[src/sbs_pkg.sv]
/*
  Package for the sensor bias and system control register block.
  Assumes one clock domain and an APB slave with 32-bit data.
*/
package sbs_pkg;
  // ************************************************************
  // Register map (register indices and byte addresses)
  // ************************************************************
  localparam logic [7:0] SENSOR_BIAS_SELECT_IDX = 8'h08;
  localparam logic [7:0] SYSTEM_CONTROL_IDX = 8'h09;
  localparam logic [11:0] SENSOR_BIAS_SELECT_ADDR = {2'h0, SENSOR_BIAS_SELECT_IDX, 2'h0};
  localparam logic [11:0] SYSTEM_CONTROL_ADDR = {2'h0, SYSTEM_CONTROL_IDX, 2'h0};
  // ************************************************************
  // Reset values
  // ************************************************************
  localparam logic [7:0] SENSOR_BIAS_SELECT_RST = 8'h00;
  localparam logic [7:0] SYSTEM_CONTROL_RST = 8'h10;
  // ************************************************************
  // Field positions
  // ************************************************************
  localparam int BIAS_LEVEL_BIT = 7;
  localparam int BIAS_COMMON_BIT = 6;
  localparam int BIAS_INPUT_HI = 5;
  localparam int MON_HI = 7;
  localparam int MON_LO = 5;
  localparam int CAL_HI = 4;
  localparam int CAL_LO = 3;
  localparam int TIMEOUT_BIT = 2;
  localparam int CHECK_BYTE_BIT = 1;
  localparam int STATUS_BYTE_BIT = 0;
  // ************************************************************
  // Monitor codes and amplifier enable code
  // ************************************************************
  localparam logic [2:0] MON_OFF = 3'h0;
  localparam logic [2:0] MON_MID_SUPPLY = 3'h1;
  localparam logic [2:0] MON_TEMP = 3'h2;
  localparam logic [2:0] MON_ANALOG_SUPPLY = 3'h3;
  localparam logic [2:0] MON_DIGITAL_SUPPLY = 3'h4;
  localparam logic [2:0] MON_BURNOUT_LOW = 3'h5;
  localparam logic [2:0] MON_BURNOUT_MID = 3'h6;
  localparam logic [2:0] MON_BURNOUT_HIGH = 3'h7;
  localparam logic [1:0] AMP_ENABLED = 2'h1;
endpackage

[src/sbs_regs.sv]
/*
  Sensor bias and system control registers with decoded analog controls.
  Assumes an APB master on the same clock; analog circuits and the serial
  readout logic sit outside and consume the decoded outputs.
*/
// The APB register port was left to the implementer.
// Behaviour
// - Bit 7 picks half or twelfth bias
// - Bias generator on only if connected
// - Bits 0-5 connect bias to inputs
// - Bit 6 connects bias to common input
// - Any bias connect combination allowed together
// - Monitor 000 off, 001 mid-supply short
// - Monitor 010 temperature, needs amplifier enabled
// - Supply monitors force amplifier gain one
// - Codes 101-111 select burn-out currents
// - Bits 4:3 pick calibration average count
// - System control at 09h, reset 10h
// - Check byte enable appends CRC
// - Status byte enable prepends status byte
// - Internal monitors open input multiplexer
`timescale 1ns/100ps
module sbs_regs (
  // Clock and reset
  input wire logic clk,
  input wire logic rst_n,
  // APB slave
  input wire logic psel,
  input wire logic penable,
  input wire logic pwrite,
  input wire logic [11:0] paddr,
  input wire logic [31:0] pwdata,
  input wire logic [3:0] pstrb,
  output logic [31:0] prdata,
  output logic pready,
  output logic pslverr,
  // Amplifier state from the gain register block
  input wire logic [1:0] amplifier_enable_field,
  // Bias controls
  output logic bias_level_select,
  output logic bias_generator_enable,
  output logic [5:0] bias_to_input,
  output logic bias_to_common_input,
  // Monitor controls
  output logic [2:0] monitor_select,
  output logic mid_supply_short,
  output logic temp_sensor_select,
  output logic temp_sensor_misconfigured,
  output logic analog_supply_monitor,
  output logic digital_supply_monitor,
  output logic force_unity_gain,
  output logic [2:0] burnout_current_select,
  output logic input_mux_open,
  // Calibration and interface options
  output logic [4:0] calibration_average_count,
  output logic spi_timeout_enable,
  output logic check_byte_enable,
  output logic status_byte_enable
);
  // ************************************************************
  // Register storage
  // ************************************************************
  logic [7:0] sensor_bias_select;
  logic [7:0] system_control;
  logic [31:0] prdata_q;

  wire access = psel && penable;
  wire hit_bias = paddr == sbs_pkg::SENSOR_BIAS_SELECT_ADDR;
  wire hit_sys = paddr == sbs_pkg::SYSTEM_CONTROL_ADDR;
  wire mapped = hit_bias || hit_sys;
  // Only the low byte lane holds data; upper lanes are ignored
  wire wr_bias = access && pwrite && hit_bias && pstrb[0];
  wire wr_sys = access && pwrite && hit_sys && pstrb[0];
  wire [7:0] rd_byte = hit_bias ? sensor_bias_select : (hit_sys ? system_control : 8'h00);

  always_ff @(posedge clk or negedge rst_n) begin
    if (!rst_n) begin
      sensor_bias_select <= sbs_pkg::SENSOR_BIAS_SELECT_RST;
    end else if (wr_bias) begin
      sensor_bias_select <= pwdata[7:0];
    end
  end

  always_ff @(posedge clk or negedge rst_n) begin
    if (!rst_n) begin
      system_control <= sbs_pkg::SYSTEM_CONTROL_RST;
    end else if (wr_sys) begin
      system_control <= pwdata[7:0];
    end
  end

  // Read data is registered during setup so it is stable in the access phase
  always_ff @(posedge clk or negedge rst_n) begin
    if (!rst_n) begin
      prdata_q <= 32'h0000_0000;
    end else if (psel && !penable && !pwrite) begin
      prdata_q <= {24'h00_0000, rd_byte};
    end
  end

  // Zero wait states; unmapped addresses answer with an error
  assign pready = 1'b1;
  assign pslverr = access && !mapped;
  assign prdata = prdata_q;

  // ************************************************************
  // Bias decode
  // ************************************************************
  assign bias_level_select = sensor_bias_select[sbs_pkg::BIAS_LEVEL_BIT];
  assign bias_to_input = sensor_bias_select[sbs_pkg::BIAS_INPUT_HI:0];
  assign bias_to_common_input = sensor_bias_select[sbs_pkg::BIAS_COMMON_BIT];
  // Saves bias generator power when nothing would use it
  assign bias_generator_enable = |sensor_bias_select[sbs_pkg::BIAS_COMMON_BIT:0];

  // ************************************************************
  // Monitor decode
  // ************************************************************
  assign monitor_select = system_control[sbs_pkg::MON_HI:sbs_pkg::MON_LO];
  assign mid_supply_short = monitor_select == sbs_pkg::MON_MID_SUPPLY;
  assign temp_sensor_select = monitor_select == sbs_pkg::MON_TEMP;
  // Flags a software slip; hardware cannot enable the amplifier itself
  assign temp_sensor_misconfigured = temp_sensor_select
                                     && (amplifier_enable_field != sbs_pkg::AMP_ENABLED);
  assign analog_supply_monitor = monitor_select == sbs_pkg::MON_ANALOG_SUPPLY;
  assign digital_supply_monitor = monitor_select == sbs_pkg::MON_DIGITAL_SUPPLY;
  assign force_unity_gain = analog_supply_monitor || digital_supply_monitor;
  assign burnout_current_select = {monitor_select == sbs_pkg::MON_BURNOUT_HIGH,
                                   monitor_select == sbs_pkg::MON_BURNOUT_MID,
                                   monitor_select == sbs_pkg::MON_BURNOUT_LOW};
  assign input_mux_open = mid_supply_short || temp_sensor_select || force_unity_gain;

  // ************************************************************
  // Calibration and interface options
  // ************************************************************
  wire [1:0] cal_code = system_control[sbs_pkg::CAL_HI:sbs_pkg::CAL_LO];
  assign calibration_average_count = (cal_code == 2'h0) ? 5'h01 :
                                     (cal_code == 2'h1) ? 5'h04 :
                                     (cal_code == 2'h2) ? 5'h08 : 5'h10;
  assign spi_timeout_enable = system_control[sbs_pkg::TIMEOUT_BIT];
  assign check_byte_enable = system_control[sbs_pkg::CHECK_BYTE_BIT];
  assign status_byte_enable = system_control[sbs_pkg::STATUS_BYTE_BIT];
endmodule

[config.mk]
export PLATFORM = sky130hd
export DESIGN_NAME = sbs_regs
export DESIGN_NICKNAME = d
export VERILOG_FILES = /design/src/sbs_pkg.sv /design/src/sbs_regs.sv
export SDC_FILE = /design/constraint.sdc
export NUM_CORES = 1
export LEC_CHECK = 0
export ABC_AREA = 1
export BUFFER_PORTS_ARGS = -buffer_cell sky130_fd_sc_hd__buf_2
export CAP_MARGIN = 20
export CORE_ASPECT_RATIO = 1.5
export CORE_MARGIN = 5
export CORE_UTILIZATION = 44
export CTS_BUF_LIST = sky130_fd_sc_hd__clkbuf_8
export DETAILED_ROUTE_END_ITERATION = 8
export HOLD_SLACK_MARGIN = 0.1
export PLACE_DENSITY = 0.87
export SKIP_CTS_REPAIR_TIMING = 1
export SLEW_MARGIN = 25
export SYNTH_ARGS = -nofsm -noshare
export SYNTH_HDL_FRONTEND = slang
export SYNTH_SLANG_ARGS = --single-unit
[constraint.sdc]
create_clock -name clk -period 2.7 [get_ports clk]
set_input_delay 0.54 -clock clk [delete_from_list [all_inputs] [get_ports clk]]
set_output_delay 0.54 -clock clk [all_outputs]
set_load 0.05 [all_outputs]
=== Word-level counts from Yosys, hierarchy flattened ===
Index checks and enable logic that the tools add are counted.

* Flip-flop bits (word level): 24
* Output and inout port bits: 64
* Bits of input ports: 55
* Logic and storage cells: 39

* Multiplexer cells: 5
* Reduce and logical (&&, ||, !) cells: 19
* Eq/ne operators: 12

{| class="wikitable"
|+ Operators with widths
! kind !! number
|-
| 12-bit by 6-bit == test with 1-bit output, second input constant || 2
|-
| 8-bit 2-to-1 mux || 2
|-
| 5-bit 2-to-1 mux || 3
|-
| 3-bit == test, second input constant || 4
|-
| 1-bit logical AND || 10
|-
| 7-bit OR reduction || 1
|-
| 3-bit by 2-bit == test with 1-bit output, second input constant || 2
|-
| 1-bit logical OR || 4
|-
| 3-bit by 1-bit == test with 1-bit output, second input constant || 1
|-
| 1-bit logical NOT || 3
|-
| 2-bit by 1-bit == test with 1-bit output, second input constant || 1
|-
| 2-bit == test, second input constant || 1
|-
| 2-bit logical NOT || 1
|-
| 2-bit by 1-bit != test with 1-bit output, second input constant || 1
|}

=== Logic depth before layout (Yosys ltp) ===
Gate-level depths: netlist of run 1.

* Depth in word-level cells: 4
* Mapped depth: 9
* Depth with buffers taken out: 8

=== Worst setup path after synthesis of run 1 ===
Ideal clock, no wire load.

* Path type: flip-flop to output port
* Start point: register system_control[6]
* End point: output port temp_sensor_misconfigured
* Data required time: 2.160 ns
* Arrival: 2.595 ns
* Path buffers: 0
* Path slack: -0.435 ns
* Cell stages (with the launch flop): 5
* Cells stage by stage: dfrtp_1 > inv_1 > nor3_1 > inv_1 > a21oi_1

* Cells in the longest elaborated chain, start to end: 2

{| class="wikitable"
|+ Ends and longest elaborated chain
! element !! line !! source
|-
| start: declaration || sbs_regs.sv:64 || <nowiki>logic [7:0] system_control;</nowiki>
|-
| start signal: assignment || sbs_regs.sv:86 || <nowiki>system_control <= sbs_pkg::SYSTEM_CONTROL_RST;</nowiki>
|-
| start signal: assignment || sbs_regs.sv:88 || <nowiki>system_control <= pwdata[7:0];</nowiki>
|-
| 3-bit by 2-bit == test with 1-bit output || sbs_regs.sv:120 || <nowiki>assign temp_sensor_select = monitor_select == sbs_pkg::MON_TEMP;</nowiki>
|-
| named net temp_sensor_select || sbs_regs.sv:47 || <nowiki>output logic temp_sensor_select,</nowiki>
|-
| 1-bit logical AND || sbs_regs.sv:123 || <nowiki>&& (amplifier_enable_field != sbs_pkg::AMP_ENABLED);</nowiki>
|-
| end: declaration || sbs_regs.sv:48 || <nowiki>output logic temp_sensor_misconfigured,</nowiki>
|}

The timed path passes the listed nets, and every way through them passes these cells.

=== Worst setup path in the final report of run 1 ===
* Start point: register system_control[6]
* End point: output port temp_sensor_misconfigured

* Cells in the longest elaborated chain, start to end: 2

{| class="wikitable"
|+ Ends and longest elaborated chain
! element !! line
|-
| 3-bit by 2-bit == test with 1-bit output || sbs_regs.sv:120
|-
| 1-bit logical AND || sbs_regs.sv:123
|}

Every way passes these cells.

==> results.rst, run 1 <==
.. list-table::
   :header-rows: 1

   * - Metric
     - Value
   * - Fin Setup TNS
     - 0 ns
   * - Cell at the root of the clock tree
     - sky130_fd_sc_hd__clkbuf_8
   * - GR Util All Layers
     - around 15%
   * - Final critical-path required period
     - approximately 2.0 ns
   * - Die Y
     - 83.1 um
   * - CP max stage cell
     - sky130_fd_sc_hd__dfrtp_1
   * - Number of top-level pins
     - roughly 120
   * - CORE AREA
     - between 3000 and 4000 um2
   * - Slew of the pin with the lowest slew margin
     - 0.506 ns
   * - Half-perimeter wire length after placement
     - around 2.8 mm
   * - Full die area
     - around 4900 um2
   * - Endpoint of the most critical setup path
     - temp_sensor_misconfigured
   * - Most used cells in the layout excluding fill and tap cells
     - sky130_fd_sc_hd__buf_2 (65), sky130_fd_sc_hd__nand2_1 (55), sky130_fd_sc_hd__conb_1 (26)
   * - Max rail drop VDD
     - between 200 and 250 uV
   * - H-tree levels
     - 1
   * - Share of total power in sequential cells
     - approximately 50%
   * - Max Cap Violations
     - 0
   * - Number of CTS-inserted buffers
     - 3
   * - Final worst-path cycle share
     - approximately 75%
   * - # rows
     - 26
   * - Number of storage elements in the synthesis netlist
     - 24
   * - CP Cell Sequence
     - inv_1 -> nor3_2 -> inv_1 -> a21oi_1 -> buf_2
   * - Power share of the clock group
     - between 30% and 40%
   * - Final WL
     - 3.39 mm
   * - Post-synthesis sequential area ratio
     - between 30% and 40%
   * - Clock tree from TritonCTS
     - done
   * - Number of I/O port buffers
     - 65
   * - Maximum number of pins on one net before global-route repair
     - 25
   * - Arrival time of data at the critical path endpoint
     - between 1 and 1.5 ns
   * - Number of design rule violations left after detail routing
     - 0
   * - Type of the tightest min-delay check
     - input pin to asynchronous set/reset pin
   * - Relative slew slack
     - between 60% and 70%
   * - Initial antenna violation count
     - 0
   * - Most numerous cell on the critical path
     - sky130_fd_sc_hd__inv_1
   * - RSZ-0062 raised after global routing
     - no
   * - Power Density
     - 397 nW/um2
   * - Post-synthesis area per instance
     - around 8 um2
   * - First-pass GRT wire length
     - ~5.7 mm
   * - Hold Vio Cnt, Final
     - 0
   * - CP required
     - around 2.2 ns
   * - Latest clock arrival within the worst-skew pair
     - around 0.27 ns
   * - Number of warnings printed during yosys synthesis
     - 0
   * - WL/cell
     - 11.2 um
   * - Critical setup path kind
     - flip-flop to output port
   * - Pre-antenna DRT Iters
     - 4
   * - Worst R2R Start
     - system_control[4]
   * - Final-layout fill cell count
     - 340
   * - Antenna violation net count after detailed routing
     - 0
   * - Horiz. Die Dim
     - between 50 and 60 um
   * - Crit Path Max Fanout
     - 7
   * - Overflow after GRT
     - 0
   * - Routability congestion estimate from global placement
     - roughly 0.75
   * - Clock Tree Buf Depth
     - 2
   * - Max Transition Viols Final
     - 0
   * - Leakage
     - around 0.0012 uW
   * - Leading cell type in the layout, fill and taps excluded
     - sky130_fd_sc_hd__buf_2
   * - Switching portion of total power
     - 30.7%
   * - Clk slew on worst S/H paths
     - 0.08 ns
   * - Vias after detailed routing
     - between 1000 and 1500
   * - Run status
     - finished, final reports clean
   * - F_max
     - just under 500 MHz
   * - Area Overhead vs Synth
     - 17.9%
   * - Starting utilization of the core area
     - around 46%
   * - Final core occ
     - a little over half
   * - Area of the mapped netlist
     - between 1500 and 2000 um2
   * - Initial DRC count
     - 31
   * - Largest clock skew in the final design
     - around 0.0014 ns
   * - Part of the power in combinational logic
     - 18.2%
   * - Setup slack of the most critical reg-to-reg path
     - 1.80 ns
   * - Largest stage delay, worst path
     - approximately 0.48 ns
   * - Critical path capture point type
     - output port
   * - Syn Inst Count
     - between 150 and 200
   * - Post-synth cell types
     - 21
   * - Antenna Diode Count
     - 0
   * - Via count normalized by instance count
     - about 4.5
   * - Via count of the first global-routing pass
     - between 1000 and 1500
   * - Clk sinks
     - 24
   * - Switching Power
     - around 230 uW
   * - Reg-to-reg endpoint
     - prdata[4]
   * - Worst r2r path cells
     - 4
   * - Total internal power
     - 509 uW
   * - Layout cell share with drive strength beyond 1
     - a little under two fifths
   * - Total number of nets in the final design
     - 316
   * - Element type at the critical path start
     - flip-flop
   * - First element of the critical path
     - system_control[6]
   * - Number of setup violations in the final report
     - 0
==> metal layers <==
metal | vias up | routed length (um) | GRT usage, %
met3 | 9 | 321 | 3.73
met4 | 0 | 82 | 6.60
met2 | 57 | 1750 | 26.4
met5 | - | 0 | 0
met1 | 600 | 1240 | 15.4
li1 | 692 | - | -
==> final cells by class <==
type	instances	area [um2]	area share [%]
Inverter	22	82.6	4.46
Timing Repair Buffer	65	325	17.6
Multi-Input combinational cell	145	733	39.6
Sequential cell	24	602	32.5
Tap cell	42	52.6	2.84
Clock buffer	4	55.1	2.97
==> logic make-up after synthesis <==
family / share of synthesized area (%)
other cells: 0.479
simple gates: 29.9
buf+inv: 21.3
flops: 38.4
compound gates: 9.97
==> registers in the layout (all words and copies together), names as in the netlist <==
register and flops:
system_control 8, sensor_bias_select 8, prdata 8
==> how the worst min path moves through the flow <==
stage / slack [ns] / cells past startpoint / start / to
2_1_floorplan: 0.24 / 0 / rst_n / prdata[0]
3_3_place_gp: 0.46 / 2 / prdata[5] / prdata[5]
3_5_place_dp: 0.47 / 2 / prdata[7] / prdata[7]
4_1_cts: 0.25 / 1 / rst_n / prdata[4]
5_1_grt: 0.28 / 1 / rst_n / prdata[2]
6_report: 0.23 / 1 / rst_n / prdata[4]
==> through the flow <==
stage	total power (uW)	cells	hold slack (ns)	cell area, um2	setup WS, ns
2_1_floorplan	499	223	0.244	1670	0.0344
3_3_place_gp	499	298	0.462	1800	0.699
3_5_place_dp	500	298	0.468	1800	0.689
4_1_cts	738	302	0.249	1850	0.654
5_1_grt	757	302	0.284	1850	0.556
6_report	735	302	0.229	1850	0.675
==> cells in the mapped netlist <==
cell                        n  area, um2
sky130_fd_sc_hd__dfrtp_1   23        576
sky130_fd_sc_hd__nand2_2    3       18.8
sky130_fd_sc_hd__nand2_1   55        206
sky130_fd_sc_hd__nand3b_2   1       11.3
sky130_fd_sc_hd__buf_6      3       33.8
sky130_fd_sc_hd__buf_4     29        218
sky130_fd_sc_hd__a31oi_1    1       6.26
sky130_fd_sc_hd__conb_1     2       7.51
sky130_fd_sc_hd__dfstp_2    1       26.3
sky130_fd_sc_hd__nor2_8     1       20.0
sky130_fd_sc_hd__nand3_1   17       85.1
sky130_fd_sc_hd__nor2_1    10       37.5
sky130_fd_sc_hd__o21ai_0    1       5.00
sky130_fd_sc_hd__inv_1     22       82.6
sky130_fd_sc_hd__nor2_4     1       11.3
sky130_fd_sc_hd__nor2_2     4       25.0
sky130_fd_sc_hd__nand3_4    1       17.5
sky130_fd_sc_hd__a21oi_1    1       5.00
sky130_fd_sc_hd__o21ai_2   16        140
sky130_fd_sc_hd__nor4_1     1       6.26
sky130_fd_sc_hd__nor3_1     6       30.0
==> power groups by stage <==
stage	logic, uW	registers (uW)	clock network [uW]
after CTS	133	359	245
after detailed placement	133	367	0
after global placement	132	367	0
after floorplan	132	367	0
final	133	359	242
after global routing	143	360	254
==> worst max-delay path: cells and delay by family, from the launching register on <==
| family | cells | cell delay (ns) |
|---|---|---|
| buffers and inverters | 3 | 0.48 |
| flip-flops | 1 | 0.48 |
| AND/OR/NAND/NOR | 1 | 0.14 |
| AO/OA/AOI/OAI | 1 | 0.10 |
Power figures use the tool's default switching activity.
==> run 2: changes to the inputs <==
Settings changed: ABC_AREA 1 to 0, CORE_UTILIZATION 44 to 39, PLACE_DENSITY 0.87 to 0.82.
Clock period 2.7 ns to 2 ns, I/O delays scaled along.
==> results.rst, run 2 <==
.. list-table::
   :header-rows: 1

   * - Metric
     - Value
   * - Slew of the pin with the lowest slew margin
     - 0.506 ns (about the same)
   * - Final Non-Filler Cells
     - 238 (was 302)
   * - Multiplexer area fraction after synthesis
     - 18.8% (was 0%)
   * - Number of I/O port buffers
     - 65 (unchanged)
   * - RSZ-0062 raised after global routing
     - yes (was no)
   * - Number of storage elements in the synthesis netlist
     - 24 (unchanged)
   * - Hold Vio Cnt, Final
     - 0 (unchanged)
   * - Die Y
     - 83.1 um (about the same)
   * - Number of setup violations in the final report
     - 0 (unchanged)
   * - Overflow after GRT
     - 0 (unchanged)
   * - Type of the tightest min-delay check
     - input pin to asynchronous set/reset pin (unchanged)
   * - Syn Inst Count
     - 130 (was 199)
   * - Half-perimeter wire length after placement
     - 2.46 mm (was 2.77 mm)
   * - Post-synth cell types
     - 29 (was 21)
   * - Via count of the first global-routing pass
     - 1062 (was 1252)
   * - WL/cell
     - 12.9 um (was 11.2 um)
   * - Maximum number of pins on one net before global-route repair
     - 25 (unchanged)
   * - Power Density
     - 532 nW/um2 (was 397 nW/um2)
   * - Starting utilization of the core area
     - 40.6% (was 45.9%)
   * - Routability congestion estimate from global placement
     - 0.747 (was 0.749)
   * - Post-synth top area cell
     - sky130_fd_sc_hd__dfrtp_1 (unchanged)
   * - Initial DRC count
     - 26 (was 31)
   * - Pwr Total
     - 931 uW (was 735 uW)
   * - Max Cap Violations
     - 0 (unchanged)
   * - Final critical-path required period
     - slightly below 2 ns
   * - Area of the mapped netlist
     - 1390 um2 (was 1570 um2)
   * - Horiz. Die Dim
     - 58.7 um (was 58.8 um)
   * - Post-synthesis adder-cell area fraction
     - 0% (unchanged)
   * - Clock Tree Buf Depth
     - 2 (unchanged)
   * - Area share of the largest cell type after synthesis
     - 41.5% (was 36.7%)
   * - H-tree levels
     - 1 (unchanged)
   * - Synthesized-area fraction occupied by xor and xnor cells
     - 0.631% (was 0%)
   * - Critical setup path kind
     - input pin to output port (was flip-flop to output port)
   * - Area Overhead vs Synth
     - 26.1% (was 17.9%)
   * - CP Cell Sequence
     - buf_2 -> or4_4 -> nor4_4 -> buf_4 -> a21oi_2 -> buf_6 (was inv_1 -> nor3_2 -> inv_1 -> a21oi_1 -> buf_2)
   * - Most used cells in the layout excluding fill and tap cells
     - sky130_fd_sc_hd__buf_2 (64), sky130_fd_sc_hd__conb_1 (26), sky130_fd_sc_hd__dfrtp_1 (21) (was sky130_fd_sc_hd__buf_2 (65), sky130_fd_sc_hd__nand2_1 (55), sky130_fd_sc_hd__conb_1 (26))
   * - Initial antenna violation count
     - 0 (unchanged)
   * - Final worst-path cycle share
     - between 90% and 100%
   * - Most used standard cell by instance count after synthesis
     - sky130_fd_sc_hd__buf_4 (was sky130_fd_sc_hd__nand2_1)
   * - Number of cells after detailed placement
     - 234 (was 298)
   * - Max rail drop VDD
     - 482 uV (was 225 uV)
   * - Top flip-flop cell by instance count after synthesis
     - sky130_fd_sc_hd__dfrtp_1 (unchanged)
   * - GR Util All Layers
     - 12.6% (was 14.7%)
   * - Max Transition Viols Final
     - 0 (unchanged)
   * - Element type at the critical path start
     - input pin (was flip-flop)
   * - CP required
     - 1.60 ns (was 2.16 ns)
   * - Main combinational cell family by area after synthesis
     - multiplexers (was simple AND/OR/NAND/NOR gates)
   * - Cell at the root of the clock tree
     - sky130_fd_sc_hd__clkbuf_8 (unchanged)
   * - Count of flip-flops with a built-in enable after synthesis
     - 0 (unchanged)
   * - Via count normalized by instance count
     - 4.54 (was 4.50)
   * - Critical path capture point type
     - output port (unchanged)
   * - Arrival time of data at the critical path endpoint
     - 1.56 ns (was 1.48 ns)
   * - Fraction of registers with async set or reset after synthesis
     - 100% (unchanged)
   * - Number of warnings printed during yosys synthesis
     - 0 (unchanged)
   * - Setup slack of the most critical reg-to-reg path
     - 1.07 ns (was 1.80 ns)
   * - Leakage
     - 0.00104 uW (was 0.00116 uW)
   * - Leading cell type in the layout, fill and taps excluded
     - sky130_fd_sc_hd__buf_2 (unchanged)
   * - Largest stage delay, worst path
     - 0.53 ns (was 0.48 ns)
   * - Number of design rule violations left after detail routing
     - 0 (unchanged)
   * - Full die area
     - 4880 um2 (about the same)
   * - Total number of nets in the final design
     - 252 (was 316)
   * - Number of CTS-inserted buffers
     - 3 (unchanged)
   * - Number of top-level pins
     - 119 (unchanged)
   * - Vias after detailed routing
     - 1080 (was 1358)
   * - Clock tree from TritonCTS
     - done (unchanged)
   * - Antenna violation net count after detailed routing
     - 0 (unchanged)
   * - Post-synthesis sequential area ratio
     - 43.4% (was 38.4%)
   * - Clk slew on worst S/H paths
     - 0.08 ns (about the same)
   * - Layout cell share with drive strength beyond 1
     - 51.0% (was 38.1%)
   * - Final-layout fill cell count
     - 332 (was 340)
   * - # rows
     - 26 (unchanged)
   * - CORE AREA
     - 3420 um2 (unchanged)
   * - Post-Synth Simple-Gate Area
     - 15.8% (was 29.9%)
   * - Post-layout worst setup margin
     - 0.0391 ns (was 0.675 ns)
   * - CP max stage cell
     - sky130_fd_sc_hd__or4_4 (was sky130_fd_sc_hd__dfrtp_1)
   * - Top post-synthesis cells by count
     - sky130_fd_sc_hd__buf_4 (30), sky130_fd_sc_hd__dfrtp_1 (23), sky130_fd_sc_hd__mux2_2 (16) (was sky130_fd_sc_hd__nand2_1 (55), sky130_fd_sc_hd__buf_4 (29), sky130_fd_sc_hd__dfrtp_1 (23))
   * - Final WL
     - 3.08 mm (was 3.39 mm)
   * - Run status
     - finished, final reports clean (unchanged)
   * - Most area-consuming cells after synthesis
     - sky130_fd_sc_hd__dfrtp_1 (41%), sky130_fd_sc_hd__buf_4 (16%), sky130_fd_sc_hd__mux2_2 (13%) (was sky130_fd_sc_hd__dfrtp_1 (37%), sky130_fd_sc_hd__buf_4 (14%), sky130_fd_sc_hd__nand2_1 (13%))
   * - Antenna Diode Count
     - 0 (unchanged)
   * - Crit Path Max Fanout
     - 3 (was 7)
   * - Pre-antenna DRT Iters
     - 4 (unchanged)
   * - Final core occ
     - 51.2% (was 54.2%)
   * - DP Worst Slack
     - -0.0720 ns (was 0.689 ns)
   * - Clk sinks
     - 24 (unchanged)
   * - F_max
     - a little over 500 MHz
   * - Latest clock arrival within the worst-skew pair
     - 0.26 ns (was 0.27 ns)
   * - Post-synthesis area per instance
     - 10.7 um2 (was 7.88 um2)
   * - Largest clock skew in the final design
     - 0.00884 ns (was 0.00135 ns)
   * - Relative slew slack
     - 66.3% (about the same)
   * - Compound-cell area share of the yosys netlist
     - 3.79% (was 9.97%)
   * - First-pass GRT wire length
     - 4.92 mm (was 5.69 mm)
## run 2: changes by cell type in the layout (fill, tap and decap cells not counted), moves of 4 or more
cell                      delta
sky130_fd_sc_hd__nand2_1    -42
sky130_fd_sc_hd__inv_1      -20
sky130_fd_sc_hd__nand3_1    -17
sky130_fd_sc_hd__mux2_2     +16
sky130_fd_sc_hd__o21ai_2    -16
sky130_fd_sc_hd__mux2i_1     +8
sky130_fd_sc_hd__o21ai_0     +7
sky130_fd_sc_hd__nor2_1      -5
sky130_fd_sc_hd__buf_4       +4
sky130_fd_sc_hd__nor2_2      -4
## run 2: where the power goes
group,switching [uW],leakage (uW),internal [uW]
combinational,143,0.000690,28.5
sequential,0.289,0.000328,485
clock,137,0.0000269,137
total,280,0.00104,650
## run 2: metrics by stage
step / setup TNS [ns] / hold WS (ns) / area (um2)
after floorplan: -0.174 / 0.104 / 1500
after global placement: -0.767 / 0.399 / 1690
after detailed placement: -0.902 / 0.401 / 1690
after CTS: -0.0320 / 0.120 / 1740
after global routing: -0.0313 / 0.142 / 1750
final: 0 / 0.104 / 1750
## run 2: cells by family after synthesis
kind of cell | count (synthesis)
AND/OR/NAND/NOR | 36
XOR/XNOR | 1
other | 2
AO/OA/AOI/OAI | 10
flip-flops | 24
multiplexers | 24
buffers and inverters | 33
## run 2: critical path, delay by kind of cell
kind,cells,cell delay [ns]
buffers and inverters,3,0.41
AND/OR/NAND/NOR,2,0.69
AO/OA/AOI/OAI,1,0.06
## run 2: final timing paths
kind,cells after the start,to,from
max reg2reg,2,prdata[7],system_control[7]
min reg2reg,2,prdata[2],prdata[2]
min in group clk,2,system_control[7],pwdata[7]
max in group asynchronous,1,system_control[5],rst_n
min,1,prdata[7],rst_n
max,6,pslverr,paddr[0]
## run 2: final cells by class
| type | instances | area (um2) | share of cell area, % |
|---|---|---|---|
| sequential | 24 | 604 | 34.5 |
| inverter | 1 | 3.75 | 0.215 |
| clock inverter | 1 | 3.75 | 0.215 |
| multi-input combinational | 97 | 662 | 37.8 |
| timing repair buffer | 70 | 382 | 21.8 |
| clock buffer | 3 | 41.3 | 2.36 |
| tap | 42 | 52.6 | 3.00 |
## run 2: metal layers
layer	up-vias	global-route usage (%)	part of all wire, %
met1	498	15.5	38
li1	522	-	-
met5	-	0	0
met3	4	2.02	9.4
met2	56	21.3	52
met4	0	4.95	1.4
